--- src/crsr_pkg.sv ---
// What this block does
// - working register at E0h, resets zero
// - operand register F0h; quotient into working
// - stack top 81h resets 07h; call/return
// - push increments, pop decrements stack top
// - data pointer 16 bits: 82h low, 83h high
// - two pointers; F8h bit 0 selects one
// - status word D0h layout, resets zero
// - add/sub/adjust/rotate/bit ops update flags
// - multiply/divide clear carry; overflow if product above FFh or divisor zero
// - set-carry forces one, others unchanged
// - bank bits map 00h,08h,10h,18h register banks
// - parity follows working register every cycle
// - user flags free, hardware never touches
// - program space 0000h-1FFFh, config at top
// - vectors occupy 0000h-007Fh
// - config bit 2 moves code end
package crsr_pkg;
  // register indices, byte address is four times the index
  localparam logic [12:0] IDX_SP = 13'h0081;
  localparam logic [12:0] IDX_DPL = 13'h0082;
  localparam logic [12:0] IDX_DPH = 13'h0083;
  localparam logic [12:0] IDX_PSW = 13'h00d0;
  localparam logic [12:0] IDX_ACC = 13'h00e0;
  localparam logic [12:0] IDX_B = 13'h00f0;
  localparam logic [12:0] IDX_MISC_CONTROL_ONE = 13'h00f8;
  localparam logic [12:0] IDX_CONFIG_WORD_HIGH = 13'h1fff;
  localparam logic [12:0] IDX_OPCODE = 13'h0100;
  localparam logic [12:0] IDX_OPERAND = 13'h0101;
  localparam logic [12:0] IDX_POPDATA = 13'h0102;
  localparam logic [12:0] IDX_PC = 13'h0103;
  localparam logic [12:0] IDX_PROG_ADDR = 13'h0104;
  localparam logic [12:0] IDX_STATUS = 13'h0105;
  localparam logic [7:0] SP_RST = 8'h07;
  localparam logic [2:0] HSIZE_WORD = 3'h2;
  // status word bits
  localparam int PSW_CY = 7;
  localparam int PSW_AC = 6;
  localparam int PSW_F0 = 5;
  localparam int PSW_RS_HI = 4;
  localparam int PSW_RS_LO = 3;
  localparam int PSW_OV = 2;
  localparam int PSW_F1 = 1;
  localparam int PSW_P = 0;
  localparam int MISC_CONTROL_ONE_SEL = 0;
  localparam logic [7:0] MISC_CONTROL_ONE_WMASK = 8'hdd;
  localparam int CFG_CRC_BIT = 2;
  localparam logic [1:0] CFG_SETTLE = 2'h3;
  // program space partition
  localparam logic [15:0] VEC_LAST = 16'h007f;
  localparam logic [15:0] EMU_FIRST = 16'h0d00;
  localparam logic [15:0] EMU_LAST = 16'h0fff;
  localparam logic [15:0] CKS_FIRST = 16'h1fe0;
  localparam logic [15:0] CODE_END_CHECK = 16'h1fdf;
  localparam logic [15:0] CODE_END_PLAIN = 16'h1fef;
  localparam logic [15:0] CFG_FIRST = 16'h1ff0;
  localparam logic [15:0] PROG_LAST = 16'h1fff;
  typedef enum logic [2:0] {
    RGN_VECTOR = 3'b000,
    RGN_USER = 3'b001,
    RGN_EMU = 3'b010,
    RGN_CHECKSUM = 3'b011,
    RGN_CONFIG = 3'b100,
    RGN_OUTSIDE = 3'b101
  } crsr_region_type;
  typedef enum logic [4:0] {
    OP_ADD = 5'b00000, OP_ADDC = 5'b00001, OP_SUBB = 5'b00010,
    OP_MUL = 5'b00011, OP_DIV = 5'b00100, OP_DA = 5'b00101,
    OP_RRC = 5'b00110, OP_RLC = 5'b00111, OP_SETBC = 5'b01000,
    OP_CLRC = 5'b01001, OP_CPLC = 5'b01010, OP_ANLC = 5'b01011,
    OP_ANLNC = 5'b01100, OP_ORLC = 5'b01101, OP_ORLNC = 5'b01110,
    OP_MOVC = 5'b01111, OP_CJNE = 5'b10000, OP_PUSH = 5'b10001,
    OP_POP = 5'b10010, OP_CALL = 5'b10011, OP_RET = 5'b10100
  } crsr_op_type;
  typedef enum logic [2:0] {
    ST_IDLE = 3'b000,
    ST_CALL_HI = 3'b001,
    ST_POP_A = 3'b010,
    ST_POP_B = 3'b011,
    ST_RET_A = 3'b100,
    ST_RET_B = 3'b101,
    ST_RET_C = 3'b110
  } crsr_fsm_type;
endpackage

--- src/crsr_stack_ram.sv ---
`timescale 1ns/1ns
module crsr_stack_ram (
  // clock
  input wire logic clk,
  // access
  input wire logic we,
  input wire logic [7:0] addr,
  input wire logic [7:0] wdata,
  output logic [7:0] rdata
);
  logic [7:0] mem [0:255];

  always_ff @(posedge clk) begin
    if (we) begin
      mem[addr] <= wdata;
    end
    rdata <= mem[addr];
  end
endmodule

--- src/crsr_core.sv ---
`timescale 1ns/1ns
module crsr_core import crsr_pkg::*; (
  // clock and reset
  input wire logic hclk,
  input wire logic hresetn,
  // ahb-lite slave
  input wire logic hsel,
  input wire logic [31:0] haddr,
  input wire logic [1:0] htrans,
  input wire logic hwrite,
  input wire logic [2:0] hsize,
  input wire logic [31:0] hwdata,
  input wire logic hready,
  output logic hreadyout,
  output logic [31:0] hrdata,
  output logic hresp,
  // configuration word from program memory
  input wire logic [7:0] cfg_word_high,
  // core views
  output logic [4:0] bank_base,
  output logic [15:0] active_data_ptr
);
  typedef struct packed {
    crsr_fsm_type fsm;
    logic [7:0] acc, b, sp, status_word, misc_control_one, operand, pop_data;
    logic [1:0][15:0] data_ptr_pair;
    logic [15:0] pc, prog_addr, dp_out;
    logic [7:0] cfg, cfg_s1, cfg_s2, cfg_s3;
    logic [1:0] cfg_age;
    logic cfg_loaded;
    crsr_region_type region;
    logic [4:0] bank_base;
    logic wr_pend, rd_pend, hit;
    logic [12:0] idx;
    logic hreadyout, hresp;
    logic [31:0] hrdata;
  } crsr_core_state_type;

  crsr_core_state_type s;
  crsr_core_state_type n;
  logic mem_we;
  logic [7:0] mem_addr;
  logic [7:0] mem_wdata;
  logic [7:0] mem_rdata;
  logic op_fire;
  crsr_op_type op_code;

  assign op_fire = s.wr_pend && s.hreadyout && s.hit && (s.idx == IDX_OPCODE);
  assign op_code = crsr_op_type'(hwdata[4:0]);

  crsr_stack_ram u_stack (
    .clk(hclk),
    .we(mem_we),
    .addr(mem_addr),
    .wdata(mem_wdata),
    .rdata(mem_rdata)
  );

  function automatic logic [31:0] rd_mux(input crsr_core_state_type t);
    logic [31:0] r;
    r = 32'h0000_0000;
    if (t.hit) begin
      case (t.idx)
        IDX_SP: r[7:0] = t.sp;
        IDX_DPL: r[7:0] = t.data_ptr_pair[t.misc_control_one[MISC_CONTROL_ONE_SEL]][7:0];
        IDX_DPH: r[7:0] = t.data_ptr_pair[t.misc_control_one[MISC_CONTROL_ONE_SEL]][15:8];
        IDX_PSW: r[7:0] = t.status_word;
        IDX_ACC: r[7:0] = t.acc;
        IDX_B: r[7:0] = t.b;
        IDX_MISC_CONTROL_ONE: r[7:0] = t.misc_control_one;
        IDX_CONFIG_WORD_HIGH: r[7:0] = t.cfg;
        IDX_OPERAND: r[7:0] = t.operand;
        IDX_POPDATA: r[7:0] = t.pop_data;
        IDX_PC: r[15:0] = t.pc;
        IDX_PROG_ADDR: r[15:0] = t.prog_addr;
        IDX_STATUS: r[5:0] = {t.fsm != ST_IDLE, t.cfg_loaded,
                              t.cfg[CFG_CRC_BIT], t.region};
        default: r = 32'h0000_0000;
      endcase
    end
    return r;
  endfunction

  always_comb begin
    logic sel;
    logic cin;
    logic wr_now;
    logic [8:0] t9;
    logic [4:0] t5;
    logic [15:0] prod;
    logic [15:0] code_end;
    sel = s.misc_control_one[MISC_CONTROL_ONE_SEL];
    cin = 1'b0;
    wr_now = s.wr_pend && s.hreadyout && s.hit;
    t9 = 9'h000;
    t5 = 5'h00;
    prod = 16'h0000;
    code_end = CODE_END_PLAIN;
    n = s;
    mem_we = 1'b0;
    mem_addr = s.sp;
    mem_wdata = s.operand;

    // stack sequencer for pop, second call byte and return
    unique case (s.fsm)
      ST_IDLE: begin
      end
      ST_CALL_HI: begin
        mem_we = 1'b1;
        mem_addr = s.sp + 8'h01;
        mem_wdata = s.pc[15:8];
        n.sp = s.sp + 8'h01;
        n.fsm = ST_IDLE;
      end
      ST_POP_A: begin
        n.fsm = ST_POP_B;
      end
      ST_POP_B: begin
        n.pop_data = mem_rdata;
        n.sp = s.sp - 8'h01;
        n.fsm = ST_IDLE;
      end
      ST_RET_A: begin
        n.fsm = ST_RET_B;
      end
      ST_RET_B: begin
        n.pc[15:8] = mem_rdata;
        n.sp = s.sp - 8'h01;
        mem_addr = s.sp - 8'h01;
        n.fsm = ST_RET_C;
      end
      ST_RET_C: begin
        n.pc[7:0] = mem_rdata;
        n.sp = s.sp - 8'h01;
        n.fsm = ST_IDLE;
      end
      default: n.fsm = ST_IDLE;
    endcase

    // register writes, data phase
    if (wr_now) begin
      case (s.idx)
        IDX_SP: n.sp = hwdata[7:0];
        IDX_DPL: n.data_ptr_pair[sel][7:0] = hwdata[7:0];
        IDX_DPH: n.data_ptr_pair[sel][15:8] = hwdata[7:0];
        IDX_PSW: n.status_word[7:1] = hwdata[7:1];
        IDX_ACC: n.acc = hwdata[7:0];
        IDX_B: n.b = hwdata[7:0];
        IDX_MISC_CONTROL_ONE: n.misc_control_one = hwdata[7:0] & MISC_CONTROL_ONE_WMASK;
        IDX_OPERAND: n.operand = hwdata[7:0];
        IDX_PC: n.pc = hwdata[15:0];
        IDX_PROG_ADDR: n.prog_addr = hwdata[15:0];
        default: begin
        end
      endcase
    end

    // core operation, one per opcode write
    if (op_fire) begin
      case (op_code)
        OP_ADD, OP_ADDC: begin
          cin = (op_code == OP_ADDC) && s.status_word[PSW_CY];
          t9 = {1'b0, s.acc} + {1'b0, s.operand} + {8'h00, cin};
          t5 = {1'b0, s.acc[3:0]} + {1'b0, s.operand[3:0]} + {4'h0, cin};
          n.acc = t9[7:0];
          n.status_word[PSW_CY] = t9[8];
          n.status_word[PSW_AC] = t5[4];
          n.status_word[PSW_OV] = (s.acc[7] == s.operand[7]) && (t9[7] != s.acc[7]);
        end
        OP_SUBB: begin
          cin = s.status_word[PSW_CY];
          t9 = {1'b0, s.acc} - {1'b0, s.operand} - {8'h00, cin};
          t5 = {1'b0, s.acc[3:0]} - {1'b0, s.operand[3:0]} - {4'h0, cin};
          n.acc = t9[7:0];
          n.status_word[PSW_CY] = t9[8];
          n.status_word[PSW_AC] = t5[4];
          n.status_word[PSW_OV] = (s.acc[7] != s.operand[7]) && (t9[7] != s.acc[7]);
        end
        OP_MUL: begin
          prod = s.acc * s.b;
          n.acc = prod[7:0];
          n.b = prod[15:8];
          n.status_word[PSW_CY] = 1'b0;
          n.status_word[PSW_OV] = |prod[15:8];
        end
        OP_DIV: begin
          n.status_word[PSW_CY] = 1'b0;
          n.status_word[PSW_OV] = (s.b == 8'h00);
          if (s.b != 8'h00) begin
            n.acc = s.acc / s.b;
            n.b = s.acc % s.b;
          end
        end
        OP_DA: begin
          t9 = {1'b0, s.acc};
          if (s.acc[3:0] > 4'h9 || s.status_word[PSW_AC]) begin
            t9 = t9 + 9'h006;
          end
          if (t9[8] || t9[7:4] > 4'h9 || s.status_word[PSW_CY]) begin
            t9 = t9 + 9'h060;
          end
          n.acc = t9[7:0];
          n.status_word[PSW_CY] = s.status_word[PSW_CY] | t9[8];
        end
        OP_RRC: begin
          n.acc = {s.status_word[PSW_CY], s.acc[7:1]};
          n.status_word[PSW_CY] = s.acc[0];
        end
        OP_RLC: begin
          n.acc = {s.acc[6:0], s.status_word[PSW_CY]};
          n.status_word[PSW_CY] = s.acc[7];
        end
        OP_SETBC: n.status_word[PSW_CY] = 1'b1;
        OP_CLRC: n.status_word[PSW_CY] = 1'b0;
        OP_CPLC: n.status_word[PSW_CY] = ~s.status_word[PSW_CY];
        OP_ANLC: n.status_word[PSW_CY] = s.status_word[PSW_CY] & s.operand[0];
        OP_ANLNC: n.status_word[PSW_CY] = s.status_word[PSW_CY] & ~s.operand[0];
        OP_ORLC: n.status_word[PSW_CY] = s.status_word[PSW_CY] | s.operand[0];
        OP_ORLNC: n.status_word[PSW_CY] = s.status_word[PSW_CY] | ~s.operand[0];
        OP_MOVC: n.status_word[PSW_CY] = s.operand[0];
        OP_CJNE: n.status_word[PSW_CY] = (s.acc < s.operand);
        OP_PUSH: begin
          mem_we = 1'b1;
          mem_addr = s.sp + 8'h01;
          n.sp = s.sp + 8'h01;
        end
        OP_POP: n.fsm = ST_POP_A;
        OP_CALL: begin
          mem_we = 1'b1;
          mem_addr = s.sp + 8'h01;
          mem_wdata = s.pc[7:0];
          n.sp = s.sp + 8'h01;
          n.fsm = ST_CALL_HI;
        end
        OP_RET: n.fsm = ST_RET_A;
        default: begin
        end
      endcase
    end

    // parity tracks the working register
    n.status_word[PSW_P] = ^n.acc;
    n.bank_base = {n.status_word[PSW_RS_HI], n.status_word[PSW_RS_LO], 3'b000};
    n.dp_out = n.data_ptr_pair[n.misc_control_one[MISC_CONTROL_ONE_SEL]];

    // configuration word capture after reset
    n.cfg_s1 = cfg_word_high;
    n.cfg_s2 = s.cfg_s1;
    n.cfg_s3 = s.cfg_s2;
    if (s.cfg_age != CFG_SETTLE) begin
      n.cfg_age = s.cfg_age + 2'h1;
    end else if (!s.cfg_loaded && s.cfg_s2 == s.cfg_s3) begin
      n.cfg = s.cfg_s3;
      n.cfg_loaded = 1'b1;
    end

    // program space partition of the probed address
    if (n.cfg[CFG_CRC_BIT]) begin
      code_end = CODE_END_CHECK;
    end
    if (n.prog_addr <= VEC_LAST) begin
      n.region = RGN_VECTOR;
    end else if (n.prog_addr > PROG_LAST) begin
      n.region = RGN_OUTSIDE;
    end else if (n.prog_addr >= CFG_FIRST) begin
      n.region = RGN_CONFIG;
    end else if (n.prog_addr > code_end) begin
      n.region = RGN_CHECKSUM;
    end else if (n.prog_addr >= EMU_FIRST && n.prog_addr <= EMU_LAST) begin
      n.region = RGN_EMU;
    end else begin
      n.region = RGN_USER;
    end

    // bus address phase
    if (hsel && htrans[1] && hready) begin
      n.wr_pend = hwrite;
      n.rd_pend = !hwrite;
      n.idx = haddr[14:2];
      n.hit = (haddr[31:15] == 17'h00000) && (hsize == HSIZE_WORD);
    end else if (s.hreadyout) begin
      n.wr_pend = 1'b0;
      n.rd_pend = 1'b0;
    end
    n.hreadyout = (n.fsm == ST_IDLE);
    n.hrdata = n.rd_pend ? rd_mux(n) : 32'h0000_0000;
    n.hresp = 1'b0;
  end

  always_ff @(posedge hclk or negedge hresetn) begin
    if (!hresetn) begin
      s <= '0;
      s.sp <= SP_RST;
      s.hreadyout <= 1'b1;
    end else begin
      s <= n;
    end
  end

  assign hreadyout = s.hreadyout;
  assign hrdata = s.hrdata;
  assign hresp = s.hresp;
  assign bank_base = s.bank_base;
  assign active_data_ptr = s.dp_out;
endmodule

--- config.mk ---
export PLATFORM = sky130hd
export DESIGN_NAME = crsr_core
export DESIGN_NICKNAME = d
export VERILOG_FILES = /design/src/crsr_pkg.sv /design/src/crsr_stack_ram.sv /design/src/crsr_core.sv
export SDC_FILE = /design/constraint.sdc
export NUM_CORES = 2
export LEC_CHECK = 0
export ABC_CLOCK_PERIOD_IN_PS = 21200
export BUFFER_PORTS_ARGS = -buffer_cell sky130_fd_sc_hd__buf_2
export CAP_MARGIN = 5
export CORE_AREA = 2 2 448 450
export CTS_BUF_LIST = sky130_fd_sc_hd__clkbuf_2 sky130_fd_sc_hd__clkbuf_4 sky130_fd_sc_hd__clkbuf_8
export DETAILED_ROUTE_END_ITERATION = 16
export DIE_AREA = 0 0 450 452
export PLACE_DENSITY_LB_ADDON = 0.12
export SLEW_MARGIN = 10
export SYNTH_ARGS = -nofsm -noshare
export SYNTH_HDL_FRONTEND = slang
export SYNTH_SLANG_ARGS = --single-unit
--- constraint.sdc ---
create_clock -name hclk -period 21.2 [get_ports hclk]
set_input_delay 4.24 -clock hclk [delete_from_list [all_inputs] [get_ports hclk]]
set_output_delay 4.24 -clock hclk [all_outputs]
set_load 0.03 [all_outputs]
# Word-level counts from Yosys, hierarchy flattened
# Memory sizes are Yosys's and may differ from the RTL's. A register that Yosys moved wholly into a read port is not among the register bits.
# Cells that the tools add are included.
[word_totals]
register_bits = 225
wordCells = 220
mem_bits_rw = 2048
latch_bits = 0
output_inout_bits = 55
mem_bits_ro = 0
mem_count = 1
in_bits = 82
[op_classes]
n_shift = 0
add_sub_neg = 13
n_bitwise = 7
eq_ne = 57
reduce_logical = 31
order_cmp = 12
n_mul = 1
muxes = 70
div = 2
[memory_table]
columns = ["memory", "words", "word_bits", "rd", "rd_ports_with_merged_regs", "wr", "line", "source"]
rows = [
  ["u_stack.mem", 256, 8, 1, 1, 1, "crsr_stack_ram.sv:11", "logic [7:0] mem [0:255];"],
]
[ops]
columns = ["cell", "n"]
rows = [
  ["$eq 13x8->1 const B", 14],
  ["$mux 8", 17],
  ["$mux 16", 8],
  ["$eq 13x9->1 const B", 9],
  ["$pmux 6 s13", 1],
  ["$bwmux 32", 2],
  ["$mux 64", 1],
  ["$pmux 32 s2", 1],
  ["$pmux 8 s2", 4],
  ["$pmux 8 s7", 1],
  ["$mux 9", 6],
  ["$eq 5x4->1 const B", 8],
  ["$demux 16 s1", 2],
  ["$mux 32", 1],
  ["$mux 31", 1],
  ["$mux 29", 1],
  ["$eq 5x5->1 const B", 5],
  ["$pmux 2 s12", 1],
  ["$eq 5x3->1 const B", 4],
  ["$logic_not 17->1", 1],
  ["$ge 16x12->1 const B", 1],
  ["$ge 16x13->1 const B", 1],
  ["$gt 16x13->1 const B", 1],
  ["$gt 16x16->1", 1],
  ["59 further kinds", 101],
]

# Logic depth before layout (Yosys ltp)
[logic_depth]
ltp_word = 18
depth_mapped = 59
depth_no_buf = 56

# By module
# A second synthesis with hierarchy kept.
[unflattened]
hier_cells = 5427
area_unflattened_um2 = 95111.2
[modules_own_cells]
columns = ["mod", "area_per_inst_um2", "cells_per_inst", "n_inst", "seq_area_each_um2"]
rows = [
  ["crsr_stack_ram", 78492.8, 3547, 1, 61659.1],
  ["crsr_core", 16618.4, 1880, 1, 5159.9],
]

# Worst setup path after synthesis
# Ideal clock, no wire load.
[synth_path]
path_type = "in2reg"
from = "in hwdata[1]"
to = "mem u_stack.mem[0][5], data pin"
path_stages = 7
arrival_ns = 12.383
n_path_buf = 3
t_required_ns = 19.469
setup_slack_ns = 7.085
setup_time_ns = 1.731
cell_sequence = "clkbuf_1 clkbuf_1 and4_1 nand2_1 clkbuf_1 nor2_1 a31oi_1"
[synth_between]
elab_chain_len = 3
[synth_rtl]
columns = ["item", "line", "source"]
rows = [
  ["start, declared", "crsr_core.sv:12", "input wire logic [31:0] hwdata,"],
  ["$eq 5x5->1", "crsr_core.sv:160", "case (op_code)"],
  ["$mux 8", "crsr_core.sv:160", ""],
  ["$mux 8", "crsr_core.sv:159", "if (op_fire) begin"],
  ["net mem_wdata[5]", "crsr_core.sv:43", "logic [7:0] mem_wdata;"],
  ["end, declared", "crsr_stack_ram.sv:11", ""],
]
# The timed path passes the listed nets, and every way through them passes these cells.

==> impl_metrics.csv <==
group,metric,value,unit
global_routing,antenna_found_initial,15,
final_layout,synthToLayoutAreaGrowth,10.17,%
logic_synthesis,muxShareOfSynthArea,2.308,%
worst_setup_path,crit_type,"register to register",
clocking,post_cts_resized,0,
placement,place_congestion,0.9443,
routing,wl_met3,32990,um
global_routing,grt_max_degree,209,
routing,route.met2.wl,142700,um
min_path,hold_path_class,"register to register",
final_layout,drive_gt1_share,12.06,%
power_and_ir_drop,ir_drop,165.1,uV
sta,min_period,14.18,ns
global_routing,grt_pass1_vias,65370,
worst_setup_path,arrival,15.12,ns
clocking,cts_tree,"done",
final_layout,mostFrequentLayoutCells,"nand2_1 (2068), edfxtp_1 (2048), nand3_1 (822)",
sta,setup_viol,0,
clocking,cts_buffer_depth,4,
clocking,post_cts_buffers,0,
global_routing,grtUsageTotal,30.96,%
logic_synthesis,synth_edf_count,2048,
routing,wl_met1,128700,um
sta,maxSlewViolCount,0,
worst_setup_path,path_common_cell,"a21oi_1",
routing,num_vias,69110,
clocking,root_buffer,"clkbuf_8",
placement,dp_hpwl,194400,um
global_routing,overflow,0,
logic_synthesis,synth_compound_area_share,6.708,%
logic_synthesis,yosys_warnings,0,
logic_synthesis,yosysSeqAreaShare,67.51,%
logic_synthesis,yosys.area_share.simple,17.07,%
sta,finalHoldViolCount,0,
worst_setup_path,cp.required,22.13,ns
outcome,status,"complete, no violations",
min_path,min_delay_worst_endpoint,"n[67]",
routing,totalWireLength,319600,um
die,io_pins,137,
min_path,worstHoldStart,"n[75]",
worst_setup_path,r2r-end,"hrdata[5]",
logic_synthesis,avgSynthCellArea,12.06,um^2
routing,top_layer_used,"met5",
final_layout,layout.nets,8541,
routing,ant_nets,0,
routing,wire_per_inst,28.42,um
final_layout,fillCellCount,16930,
sta,tns,0,ns
power_and_ir_drop,powerDensity,88.96,nW/um^2
final_layout,mostFrequentLayoutCell,"nand2_1",
worst_setup_path,r2r_slack,7.02,ns
worst_setup_path,r2r_start,"s[217]",
worst_setup_path,cp_num_buf_inv,2,
clocking,cts_hold_buf,0,
routing,dr.pass1.iters,7,
die,dieArea,203400,um^2
worst_setup_path,path_delay_family,"compound AO/OA/AOI/OAI gates",
sta,layout_setup_ws,7.017,ns
routing,via_per_inst,6.145,
logic_synthesis,synth.cell_area,98980,um^2
logic_synthesis,yosys.area_share.adder,2.258,%
clocking,clock_sinks,2262,
die,die_h,452,um
logic_synthesis,synth_top_family_by_area,"simple AND/OR/NAND/NOR gates",
clocking,cts_made_buffers,389,
sta,finalCritPeriodShare,66.90,%
worst_setup_path,cp-start-kind,"register",
logic_synthesis,synthXorXnorAreaFrac,0.6763,%
run,drv_cap,0,
clocking,clk_pin_slew,0.06,ns
die,core,198600,um^2
logic_synthesis,ys_async_sr_fraction,9.107,%
global_routing,grt_pass1_wl,461300,um
routing,drc,0,
sta,final.setup_skew,0.09631,ns
worst_setup_path,cpMaxStageDelayCell,"o21ai_1",
logic_synthesis,ys_ff_latch,2262,
logic_synthesis,synthCells,8209,
sta,hold_slack,0.3475,ns
sta,worstMarginPinSlew,1.454,ns
die,die_w,450,um
sta,rsz0062_at_grt,"false",
placement,place_ws,7.267,ns
clocking,ctsHtreeMaxLevel,5,
logic_synthesis,yosysUniqueCellTypes,105,
die,row_count,164,
sta,timing.fmax,0.07051,GHz
worst_setup_path,rr_worst_depth,52,
placement,io_buffers,97,
worst_setup_path,crit_fanout,15,
worst_setup_path,crit_path_end_kind,"register",
logic_synthesis,synth_ff_type,"edfxtp_1",
sta,relSlewSlack,2.831,%
power_and_ir_drop,p_leak,0.04186,uW
min_path,whs_path_depth,0,
clocking,insertion_delay,1.10,ns
routing,drtIter0Drc,8946,
worst_setup_path,max_stage_delay,0.88,ns
die,initial_core_util,49.83,%
[cells in the mapped netlist, drive strengths merged, types with 27 or more instances]
cell	count	area share, %
buf	423	2.4
nor2	509	1.9
mux2i	85	0.86
and3	177	1.1
xnor2	53	0.50
nor4	29	0.21
nand4	62	0.39
nand2	2069	7.8
mux2	73	0.83
a31oi	162	1.1
inv	126	0.48
a311oi	187	1.7
a211oi	34	0.26
mux4	27	0.62
dfrtp	202	5.1
o22ai	47	0.31
a21oi	151	0.76
nor3	79	0.42
nand3	827	4.2
ha	113	1.4
o21ai	119	0.61
fa	41	0.83
edfxtp	2048	62
clkbuf	159	0.60
[worst reg2reg max path, delay by kind of cell (launching register included)]
| kind | cells | cell delay (ns) |
|---|---|---|
| DFF | 1 | 0.45 |
| muxes | 2 | 0.78 |
| AOI/OAI and AO/OA | 29 | 7.24 |
| buffers and inverters | 2 | 0.17 |
| adders and majority gates | 7 | 2.23 |
| and+or+nand+nor | 12 | 3.14 |
[stage by stage]
step           area, um^2  total power, uW  utilization, %  instances
3_5_place_dp       101700             5988           51.21      10570
2_1_floorplan       99050             5752               -       8228
6_report           109100             9702           54.90      11250
3_3_place_gp       101700             6005           51.21      10570
4_1_cts            109000             9744           54.87      11230
5_1_grt            109000            10060           54.89      11240
[metal layers]
layer | track usage [%] | up-vias
met1 | 42.76 | 34500
li1 | - | 30190
met3 | 7.630 | 716
met4 | 14.03 | 8
met2 | 46.51 | 3692
met5 | 0 | -
[cell families (layout without fill, tap and decap cells)]
kind of cell / Yosys count / in the layout
and+or+nand+nor: 3885 / 3885
DFF: 2262 / 2262
AOI/OAI and AO/OA: 936 / 936
buffers and inverters: 716 / 1062
muxes: 185 / 185
adders and majority gates: 154 / 154
xor gates and xnor gates: 70 / 70
other: 1 / 37
[state kept, by name, summed over array words and instances, names as in the netlist]
| signal | count |
|---|---|
| u_stack.mem | 2048 |
| n | 16 |
| hreadyout | 1 |
| u_stack.rdata | 8 |
| hrdata | 16 |
| active_data_ptr | 16 |
| s | 157 |
[how the worst max path moves through the flow]
stage / start / to / depth (start not counted) / slack, ns
floorplan: hwdata[1] / u_stack.mem[0][5] / 7 / 7.09
global placement: s[219] / hrdata[5] / 52 / 7.30
detailed placement: s[217] / hrdata[5] / 52 / 7.27
CTS: s[217] / hrdata[5] / 52 / 7.18
global route: s[217] / hrdata[5] / 52 / 5.90
finish: s[217] / hrdata[5] / 52 / 7.02
[final cells by class]
type,count,area (um^2),share of cell area (%)
Clock inverter,108,568.0,0.5209
Tap cell,2656,3323,3.047
Clock buffer,552,6709,6.152
Multi-Input combinational cell,5250,29100,26.68
Sequential cell,2262,66820,61.27
Inverter,134,503.0,0.4612
Antenna cell,17,42.54,0.03901
Timing Repair Buffer,268,1991,1.825
[where the power goes]
group / total [uW] / switching (uW) / leakage (uW) / internal (uW)
clock: 3800 / 1740 / 0.00388 / 2060
sequential: 4820 / 13.9 / 0.0269 / 4810
combinational: 1080 / 633 / 0.0111 / 448
total: 9700 / 2390 / 0.0419 / 7310
Power figures use the tool's default switching activity.
